[src/common/cbam_pkg.sv]
/*
  shared constants for the central-arbitration bus module side: tenure
  states, competition number layout, message code ranges and profiles.
  assumes a single clock domain and nothing else of its surroundings.
*/
package cbam_pkg;

  typedef enum logic [2:0] {
    CBAM_IDLE   = 3'b000,
    CBAM_REQ    = 3'b001,
    CBAM_ELECT  = 3'b010,
    CBAM_OWN    = 3'b011,
    CBAM_TENURE = 3'b100,
    CBAM_LAST   = 3'b101
  } cbam_state_e;

  typedef enum logic [1:0] {
    CBAM_TX_IDLE  = 2'b00,
    CBAM_TX_PASS1 = 2'b01,
    CBAM_TX_PASS2 = 2'b10
  } cbam_tx_e;

  // profile strap encodings
  localparam logic [1:0] PROF_A = 2'h0;
  localparam logic [1:0] PROF_B = 2'h1;
  localparam logic [1:0] PROF_F = 2'h2;

  // competition number layout
  localparam int         CN_W        = 8;
  localparam int         CODE_W      = 7;
  localparam int         SLOT_W      = 5;
  localparam int         CN_MSG_BIT  = 7;
  localparam int         CN_LINE_BIT = 5;
  localparam int         MSG_CODES   = 128;
  localparam logic [7:0] CN_ALL_ONES = 8'hFF;

  // message code ranges
  localparam logic [6:0] PF_LO  = 7'h60;
  localparam logic [6:0] PF_HI  = 7'h7F;
  localparam logic [6:0] OPT_HI = 7'h5F;
  // backplane delay code: value is arbitrary, set per system
  localparam logic [6:0] BP_DELAY_CODE = 7'h10;

  // synchronised pin count and reset values
  localparam int         SYNC_W      = 12;
  localparam logic [7:0] AB_IDLE     = 8'hFF;

endpackage : cbam_pkg

[src/hw/cbam_sync.sv]
/*
  two flip-flop synchroniser for a vector of pin inputs.
  assumes inputs idle high (active-low backplane lines).
*/
module cbam_sync #(
  parameter int W = 1
) (
  input  wire logic         clk_sys,
  input  wire logic         rst_n,
  input  wire logic [W-1:0] din,
  output logic      [W-1:0] dout
);

  logic [W-1:0] meta_r;
  logic [W-1:0] sync_r;

  always_ff @(posedge clk_sys or negedge rst_n) begin
    if (!rst_n) begin
      meta_r <= '1;
      sync_r <= '1;
    end else begin
      meta_r <= din;
      sync_r <= meta_r;
    end
  end

  assign dout = sync_r;

endmodule : cbam_sync

[src/hw/cbam_codec.sv]
/*
  message encoder and decoder for the arbitration number lines.
  purely combinational; assumes the caller registers its outputs.
*/
module cbam_codec (
  input  wire logic       central_mode,
  input  wire logic       msg_central,
  input  wire logic [6:0] msg_code,
  input  wire logic [6:0] msg_prio,
  input  wire logic [4:0] msg_slot,
  input  wire logic       msg_line,
  input  wire logic [6:0] rx_code,
  output logic      [7:0] pass1,
  output logic      [7:0] pass2,
  output logic            two_pass,
  output logic            is_power_fail,
  output logic            is_bp_delay
);

  always_comb begin
    pass1    = {1'b1, msg_code};
    pass2    = cbam_pkg::CN_ALL_ONES;
    two_pass = 1'b0;
    if (!central_mode) begin
      pass1    = cbam_pkg::CN_ALL_ONES;
      pass2    = {1'b1, msg_code};
      two_pass = 1'b1;
    end else if (msg_central) begin
      pass1    = {1'b0, msg_prio};
      pass2    = 8'h00;
      pass2[cbam_pkg::SLOT_W-1:0]   = msg_slot;
      pass2[cbam_pkg::CN_LINE_BIT]  = msg_line;
      two_pass = 1'b1;
    end
  end

  assign is_power_fail = (rx_code >= cbam_pkg::PF_LO) &&
                         (rx_code <= cbam_pkg::PF_HI);
  assign is_bp_delay   = (rx_code == cbam_pkg::BP_DELAY_CODE);

endmodule : cbam_codec

[src/hw/cbam_host.sv]
/*
  bus module side of central arbitration: drives the two request lines,
  follows grant and preempt, drives end-of-tenure, sends and receives
  arbitration messages on the eight arbitration number lines.
  assumes a central arbiter on gr_n/pe_n, wired-or et_n and ab_n lines
  resolved outside, and an external competition strobe cmp_n whose
  rising edge marks the end of a competition pass.
*/
// Operation
// - request on either line; rq1 ranks higher
// - hold request until final transfer as master
// - release both request lines in one cycle
// - start transfers only after et released
// - assert et after beginning transaction, hold
// - release bus signals, then release et
// - 128 seven-bit message codes on eight lines
// - distributed: all-ones pass, then coded pass
// - central general message: one pass, bit7 set
// - central message: priority then slot, line
// - profile b: central at power-up, ranges
// - profile f: central only, pf, delay message
module cbam_host (
  input  wire logic       clk_sys,
  input  wire logic       nrst,
  output logic            rq0_n,
  output logic            rq1_n,
  input  wire logic       gr_n,
  input  wire logic       pe_n,
  input  wire logic       et_n_i,
  output logic            et_n_o,
  output logic            et_n_oe_n,
  input  wire logic [7:0] ab_n_i,
  output logic      [7:0] ab_n_o,
  output logic      [7:0] ab_n_oe_n,
  input  wire logic       cmp_n,
  input  wire logic [1:0] profile_sel,
  input  wire logic       dist_pref,
  input  wire logic       monarch_cap,
  input  wire logic       ten_req,
  input  wire logic [1:0] ten_level,
  input  wire logic       ten_first,
  input  wire logic       ten_last,
  input  wire logic       ten_done,
  output logic            master_elect,
  output logic            bus_owner,
  output logic            preempted,
  input  wire logic       msg_go,
  input  wire logic       msg_central,
  input  wire logic [6:0] msg_code,
  input  wire logic [6:0] msg_prio,
  input  wire logic [4:0] msg_slot,
  input  wire logic       msg_line,
  output logic            msg_busy,
  output logic            central_mode,
  output logic            rx_valid,
  output logic      [7:0] rx_cn,
  output logic      [6:0] rx_code,
  output logic            rx_power_fail,
  output logic            rx_bp_delay
);

  // reset release
  logic rst_meta_r;
  logic rst_n;

  always_ff @(posedge clk_sys or negedge nrst) begin
    if (!nrst) begin
      rst_meta_r <= 1'b0;
      rst_n      <= 1'b0;
    end else begin
      rst_meta_r <= 1'b1;
      rst_n      <= rst_meta_r;
    end
  end

  // pin inputs
  logic [cbam_pkg::SYNC_W-1:0] pins_s;
  logic       gr_s;
  logic       pe_s;
  logic       et_s;
  logic       cmp_s;
  logic [7:0] ab_s;

  cbam_sync #(
    .W (cbam_pkg::SYNC_W)
  ) u_sync (
    .clk_sys (clk_sys),
    .rst_n   (rst_n),
    .din     ({cmp_n, gr_n, pe_n, et_n_i, ab_n_i}),
    .dout    (pins_s)
  );

  assign ab_s  = pins_s[7:0];
  assign et_s  = pins_s[8];
  assign pe_s  = pins_s[9];
  assign gr_s  = pins_s[10];
  assign cmp_s = pins_s[11];

  // profile strap, taken once after reset release
  logic strap_done_r;
  logic strap_done_nxt;
  logic central_r;
  logic central_nxt;

  always_comb begin
    strap_done_nxt = 1'b1;
    central_nxt    = central_r;
    if (!strap_done_r) begin
      case (profile_sel)
        cbam_pkg::PROF_B: central_nxt = 1'b1;
        cbam_pkg::PROF_F: central_nxt = 1'b1;
        default:          central_nxt = !dist_pref;
      endcase
    end
  end

  always_ff @(posedge clk_sys or negedge rst_n) begin
    if (!rst_n) begin
      strap_done_r <= 1'b0;
      central_r    <= 1'b1;
    end else begin
      strap_done_r <= strap_done_nxt;
      central_r    <= central_nxt;
    end
  end

  assign central_mode = central_r;

  // tenure sequence
  cbam_pkg::cbam_state_e st_r;
  cbam_pkg::cbam_state_e st_nxt;
  logic [1:0] rq_r;
  logic [1:0] rq_nxt;
  logic       et_r;
  logic       et_nxt;
  logic [1:0] level;

  // an empty level still needs a line: fall back to the low one
  assign level = (ten_level == 2'b00) ? 2'b01 : ten_level;

  always_comb begin
    st_nxt = st_r;
    rq_nxt = rq_r;
    et_nxt = et_r;
    case (st_r)
      cbam_pkg::CBAM_IDLE: begin
        if (ten_req && central_r) begin
          rq_nxt = level;
          st_nxt = cbam_pkg::CBAM_REQ;
        end
      end
      cbam_pkg::CBAM_REQ: begin
        if (!ten_req) begin
          rq_nxt = 2'b00;
          st_nxt = cbam_pkg::CBAM_IDLE;
        end else if (!gr_s) begin
          st_nxt = cbam_pkg::CBAM_ELECT;
        end
      end
      cbam_pkg::CBAM_ELECT: begin
        if (!ten_req) begin
          rq_nxt = 2'b00;
          st_nxt = cbam_pkg::CBAM_IDLE;
        end else if (et_s) begin
          st_nxt = cbam_pkg::CBAM_OWN;
        end
      end
      cbam_pkg::CBAM_OWN: begin
        if (ten_first) begin
          et_nxt = 1'b1;
        end
        if (ten_last) begin
          rq_nxt = 2'b00;
          st_nxt = cbam_pkg::CBAM_LAST;
        end else if (ten_first) begin
          st_nxt = cbam_pkg::CBAM_TENURE;
        end
      end
      cbam_pkg::CBAM_TENURE: begin
        if (ten_last) begin
          rq_nxt = 2'b00;
          st_nxt = cbam_pkg::CBAM_LAST;
        end
      end
      cbam_pkg::CBAM_LAST: begin
        if (ten_first) begin
          et_nxt = 1'b1;
        end
        if (ten_done) begin
          et_nxt = 1'b0;
          st_nxt = cbam_pkg::CBAM_IDLE;
        end
      end
      default: begin
        rq_nxt = 2'b00;
        et_nxt = 1'b0;
        st_nxt = cbam_pkg::CBAM_IDLE;
      end
    endcase
  end

  always_ff @(posedge clk_sys or negedge rst_n) begin
    if (!rst_n) begin
      st_r <= cbam_pkg::CBAM_IDLE;
      rq_r <= 2'b00;
      et_r <= 1'b0;
    end else begin
      st_r <= st_nxt;
      rq_r <= rq_nxt;
      et_r <= et_nxt;
    end
  end

  assign rq0_n     = !rq_r[0];
  assign rq1_n     = !rq_r[1];
  assign et_n_o    = 1'b0;
  assign et_n_oe_n = !et_r;

  assign master_elect = (st_r == cbam_pkg::CBAM_ELECT);
  assign bus_owner    = (st_r == cbam_pkg::CBAM_OWN) ||
                        (st_r == cbam_pkg::CBAM_TENURE);
  // preempt is only meaningful while this module holds the grant
  assign preempted    = !pe_s && !gr_s && (rq_r != 2'b00);

  // competition strobe edge and capture
  logic cmp_d_r;
  logic cmp_edge;
  logic [7:0] cap_r;
  logic [7:0] cap_nxt;
  logic       prev_ones_r;
  logic       prev_ones_nxt;
  logic       rx_v_r;
  logic       rx_v_nxt;
  logic [6:0] rxc_r;
  logic [6:0] rxc_nxt;
  logic       pf_r;
  logic       pf_nxt;
  logic       bp_r;
  logic       bp_nxt;
  logic [7:0] cn_now;
  logic       dec_pf;
  logic       dec_bp;

  assign cmp_edge = cmp_s && !cmp_d_r;
  assign cn_now   = ~ab_s;

  // message encoder and decoder
  logic [7:0] pass1;
  logic [7:0] pass2;
  logic       two_pass;

  cbam_codec u_codec (
    .central_mode  (central_r),
    .msg_central   (msg_central),
    .msg_code      (msg_code),
    .msg_prio      (msg_prio),
    .msg_slot      (msg_slot),
    .msg_line      (msg_line),
    .rx_code       (cn_now[cbam_pkg::CODE_W-1:0]),
    .pass1         (pass1),
    .pass2         (pass2),
    .two_pass      (two_pass),
    .is_power_fail (dec_pf),
    .is_bp_delay   (dec_bp)
  );

  always_comb begin
    cap_nxt       = cap_r;
    prev_ones_nxt = prev_ones_r;
    rx_v_nxt      = 1'b0;
    rxc_nxt       = rxc_r;
    pf_nxt        = pf_r;
    bp_nxt        = bp_r;
    if (cmp_edge) begin
      cap_nxt       = cn_now;
      prev_ones_nxt = (cn_now == cbam_pkg::CN_ALL_ONES);
      // a message is delivered here and never touches tenure state
      if (cn_now[cbam_pkg::CN_MSG_BIT] &&
          (central_r || prev_ones_r) &&
          (cn_now != cbam_pkg::CN_ALL_ONES || prev_ones_r)) begin
        rx_v_nxt = 1'b1;
        // a delivered all-ones code must not open the next message
        prev_ones_nxt = 1'b0;
        rxc_nxt  = cn_now[cbam_pkg::CODE_W-1:0];
        pf_nxt   = dec_pf;
        bp_nxt   = dec_bp && monarch_cap;
      end
    end
  end

  always_ff @(posedge clk_sys or negedge rst_n) begin
    if (!rst_n) begin
      cmp_d_r     <= 1'b1;
      cap_r       <= 8'h00;
      prev_ones_r <= 1'b0;
      rx_v_r      <= 1'b0;
      rxc_r       <= 7'h00;
      pf_r        <= 1'b0;
      bp_r        <= 1'b0;
    end else begin
      cmp_d_r     <= cmp_s;
      cap_r       <= cap_nxt;
      prev_ones_r <= prev_ones_nxt;
      rx_v_r      <= rx_v_nxt;
      rxc_r       <= rxc_nxt;
      pf_r        <= pf_nxt;
      bp_r        <= bp_nxt;
    end
  end

  assign rx_cn         = cap_r;
  assign rx_valid      = rx_v_r;
  assign rx_code       = rxc_r;
  assign rx_power_fail = pf_r;
  assign rx_bp_delay   = bp_r;

  // message transmit: each pass held until a competition ends
  cbam_pkg::cbam_tx_e tx_r;
  cbam_pkg::cbam_tx_e tx_nxt;
  logic [7:0] p2_r;
  logic [7:0] p2_nxt;
  logic [7:0] drv_r;
  logic [7:0] drv_nxt;
  logic       two_r;
  logic       two_nxt;

  always_comb begin
    tx_nxt  = tx_r;
    p2_nxt  = p2_r;
    drv_nxt = drv_r;
    two_nxt = two_r;
    case (tx_r)
      cbam_pkg::CBAM_TX_IDLE: begin
        if (msg_go) begin
          drv_nxt = pass1;
          p2_nxt  = pass2;
          two_nxt = two_pass;
          tx_nxt  = cbam_pkg::CBAM_TX_PASS1;
        end
      end
      cbam_pkg::CBAM_TX_PASS1: begin
        if (cmp_edge) begin
          if (two_r) begin
            drv_nxt = p2_r;
            tx_nxt  = cbam_pkg::CBAM_TX_PASS2;
          end else begin
            drv_nxt = 8'h00;
            tx_nxt  = cbam_pkg::CBAM_TX_IDLE;
          end
        end
      end
      cbam_pkg::CBAM_TX_PASS2: begin
        if (cmp_edge) begin
          drv_nxt = 8'h00;
          tx_nxt  = cbam_pkg::CBAM_TX_IDLE;
        end
      end
      default: begin
        drv_nxt = 8'h00;
        tx_nxt  = cbam_pkg::CBAM_TX_IDLE;
      end
    endcase
  end

  always_ff @(posedge clk_sys or negedge rst_n) begin
    if (!rst_n) begin
      tx_r  <= cbam_pkg::CBAM_TX_IDLE;
      p2_r  <= 8'h00;
      drv_r <= 8'h00;
      two_r <= 1'b0;
    end else begin
      tx_r  <= tx_nxt;
      p2_r  <= p2_nxt;
      drv_r <= drv_nxt;
      two_r <= two_nxt;
    end
  end

  // wired-or lines: a one in the number pulls its line low
  assign ab_n_o    = 8'h00;
  assign ab_n_oe_n = ~drv_r;
  assign msg_busy  = (tx_r != cbam_pkg::CBAM_TX_IDLE);

endmodule : cbam_host

[config.mk]
export PLATFORM = sky130hd
export DESIGN_NAME = cbam_host
export DESIGN_NICKNAME = d
export VERILOG_FILES = /design/src/common/cbam_pkg.sv /design/src/hw/cbam_sync.sv /design/src/hw/cbam_codec.sv /design/src/hw/cbam_host.sv
export SDC_FILE = /design/constraint.sdc
export NUM_CORES = 1
export LEC_CHECK = 0
export ABC_CLOCK_PERIOD_IN_PS = 2800
export BUFFER_PORTS_ARGS = -buffer_cell sky130_fd_sc_hd__buf_2
export CAP_MARGIN = 20
export CORE_MARGIN = 2
export CORE_UTILIZATION = 43
export CTS_CLUSTER_SIZE = 12
export DETAILED_ROUTE_END_ITERATION = 6
export HOLD_SLACK_MARGIN = 0.02
export PLACE_DENSITY = 0.68
export SYNTH_ARGS = -nofsm -noshare
export SYNTH_HDL_FRONTEND = slang
export SYNTH_SLANG_ARGS = --single-unit
[constraint.sdc]
create_clock -name clk_sys -period 2.8 [get_ports clk_sys]
set_input_delay 0.28 -clock clk_sys [delete_from_list [all_inputs] [get_ports clk_sys]]
set_output_delay 0.28 -clock clk_sys [all_outputs]
set_load 0.03 [all_outputs]
==> impl_metrics.csv <==
group,metric,value,unit
timing,finalCriticalPeriod,2050,ps
routing,remaining_drc_errors,0,
floorplan,start_util,44.7,%
timing,hold_violations,0,
worst_setup_path,cp_data_required_time,2520,ps
placement,gp_congestion,0.771,
grt,grt_pass1_wl,10200,um
timing,period_share,73.2,%
timing,maxSlewViolCount,0,
logic_synthesis,synth_edf_count,0,
final_layout,multiInputGateArea,1030,sq um
final_layout,seq_area,1860,sq um
power,vdd_drop_max,0.374,mV
power,p_total,3320,uW
floorplan,die_y,88.5,um
cts,clockRootBuffer,"clkbuf_8",
power,power.density,863,nW/um^2
min_path,hold_path_depth,1,
routing,vias_per_cell,4.73,
routing,postRouteAntennaNets,0,
logic_synthesis,yosysUniqueCellTypes,47,
final_layout,fillers,616,
timing,fin_tns_setup,0,ps
flow_run,drv_cap,0,
cts,clock_sinks,73,
logic_synthesis,asyncSetResetFlopFracSynth,100,%
timing,relSlewSlack,57.0,%
final_layout,num_antenna_cells,0,
cts,path_clk_slew,70,ps
power,leakage,0.00187,uW
worst_setup_path,worstSetupPathType,"flip-flop to output pin",
timing,finalSetupViolations,0,
routing,drt_wl_total,6150,um
floorplan,coreArea,6870,sq um
routing,wire_per_inst,13.0,um
placement,portBuffers,79,
floorplan,die_area,7830,sq um
routing,vias,2228,
floorplan,rows,30,
routing,drt_iter0_drc,93,
final_layout,syn_to_final_growth,25.4,%
cts,cts_resized,0,
worst_setup_path,startpoint_type,"flip-flop",
min_path,min_path_type,"primary input to flip-flop",
logic_synthesis,synth_area,3070,sq um
timing,clock.fmax,488,MHz
grt,grt_max_degree,44,
logic_synthesis,synth.area.top_cells,"dfrtp_1 (38%), dfstp_2 (22%), mux2i_1 (4.9%), o21ai_0 (4.6%), nand2_1 (3.7%)",
final_layout,final_core_util,56.0,%
timing,grt_setup_unrepaired,"false",
cts,clockBufferDepth,2,
logic_synthesis,ys_seq_area_share,60.6,%
cts,cts_made_buffers,9,
worst_setup_path,critPathArrivalTime,1770,ps
logic_synthesis,yosysWarningCount,0,
cts,tritoncts,"done",
logic_synthesis,ys_seq_elements,73,
grt,grt-ovfl-total,0,
final_layout,final_nets,416,
floorplan,num_io_pins,89,
logic_synthesis,synth-main-ff-cell,"dfrtp_1",
grt,grt_pass1_vias,2146,
grt,antenna_found_initial,0,
final_layout,layout-drive-gt1-share,35.5,%
cts,hold_buffers,9,
cts,h-tree-depth,3,
logic_synthesis,postSynthAreaPerCell,11.1,sq um
routing,dr.pass1.iters,4,
worst_setup_path,reg2reg_depth,4,
logic_synthesis,netlist.area_leader.share,38.3,%
logic_synthesis,postSynthCellCount,277,
status,status,"complete, no violations",
floorplan,die_x,88.5,um
placement,dpl.hpwl,4250,um
worst_setup_path,crit_fanout,12,
worst_setup_path,worstSetupEndpointType,"output pin",
logic_synthesis,yosysTopAreaCell,"dfrtp_1",
cts,postCtsSetupRepairBufs,0,
timing,skew,14.0,ps
cts,clock_latency,340,ps
timing,tightest_slew,646,ps
grt,grt_use_total,17.1,%
## flip-flops by register name (all words and copies together), names as in the netlist, 2 cells and up
register       cells
u_sync.meta_r     12
rx_code            7
p2_r               8
u_sync.dout       12
tx_r               2
drv_r              8
rx_cn              8
st_r               3
rq_r               2
## power breakdown
group          internal, uW  switching, uW  total [uW]  leakage, uW
Sequential             1280            174        1460     0.000854
Clock                   490            385         875     0.000108
Combinational           354            634         988     0.000913
## worst paths after layout
path                       slack, ps  startpoint           endpoint
hold / removal                    50        gr_n  u_sync.meta_r[10]
setup / recovery                 750     st_r[0]          bus_owner
max in group asynchronous       1800       rst_n     u_sync.dout[5]
hold reg to reg                  300       rst_n            p2_r[4]
setup reg to reg                1020     st_r[2]            st_r[2]
min in group asynchronous        250        nrst              rst_n
## cell type report
| class | count | share of cell area [%] |
|---|---|---|
| clock buffer | 12 | 4.32 |
| timing repair buffer | 93 | 14.0 |
| sequential | 73 | 48.3 |
| tap | 96 | 3.12 |
| inverter | 23 | 2.24 |
| multi-input combinational | 170 | 26.7 |
| clock inverter | 4 | 1.27 |
## stage by stage
| step | hold slack (ps) | cells | instance area (sq um) | worst slack [ps] |
|---|---|---|---|---|
| 6_report | 47.0 | 471 | 3850 | 750 |
| 5_1_grt | 21.0 | 471 | 3850 | 617 |
| 4_1_cts | 20.2 | 469 | 3830 | 752 |
| 3_5_place_dp | 66.2 | 444 | 3520 | 1050 |
| 3_3_place_gp | 66.1 | 444 | 3520 | 1090 |
| 2_1_floorplan | -15.6 | 286 | 3100 | 662 |
## synth_stat cells, types with 2 or more instances
master and instances:
o22ai_1 7, buf_4 12, nor3_1 3, nor4_2 2, mux2i_1 15, o21ai_1 2, inv_1 21, a31oi_1 2
buf_2 3, nand3_1 2, dfrtp_1 47, nor2b_1 4, mux2_1 3, a21o_1 3, clkbuf_1 3, nand3b_1 2
nor2_1 11, conb_1 2, nand2b_1 5, nand2_1 30, a21oi_1 18, clkinv_1 2, o21ai_0 28, dfstp_2 26
and3b_1 2
## routing by layer
metal  part of all wire (%)  vias up  track usage [%]
met2                     47       71             26.0
met5                      0        -                0
met1                     46     1042             23.5
li1                       -     1107                -
met3                    5.6        8             3.82
met4                    1.4        0             7.99
## critical path, stage by stage (launching register included)
cell      delay, ps
dfrtp_1         570
clkinv_1        270
o21ai_0         340
buf_2           260
## cell usage in the layout, fill, tap and decap left out, types with 2 or more instances in the layout
| master | instances |
|---|---|
| conb_1 | 11 |
| dfrtp_1 | 46 |
| buf_2 | 79 |
| dfstp_2 | 26 |
| clkinv_1 | 2 |
| buf_4 | 2 |
| inv_1 | 21 |
| nand3b_1 | 2 |
| mux2i_1 | 15 |
| nand2b_1 | 5 |
| nor2_1 | 11 |
| clkbuf_8 | 10 |
| a21oi_1 | 18 |
| o21ai_0 | 28 |
| nand3_1 | 2 |
| o22ai_1 | 7 |
| nor4_2 | 2 |
| o21ai_1 | 2 |
| nor3_1 | 3 |
| nor2b_1 | 4 |
| mux2_1 | 3 |
| nand2_1 | 30 |
| and3b_1 | 2 |
| a21o_1 | 3 |
| a31oi_1 | 2 |
| dlygate4sd3_1 | 11 |
## logic make-up after synthesis
group	synth area share [%]
buf+inv	7.09
mux	6.85
simple gates	11.3
xor+xnor	0.285
flops	60.6
other cells	0.245
compound gates	13.7
Power figures use the tool's default switching activity.
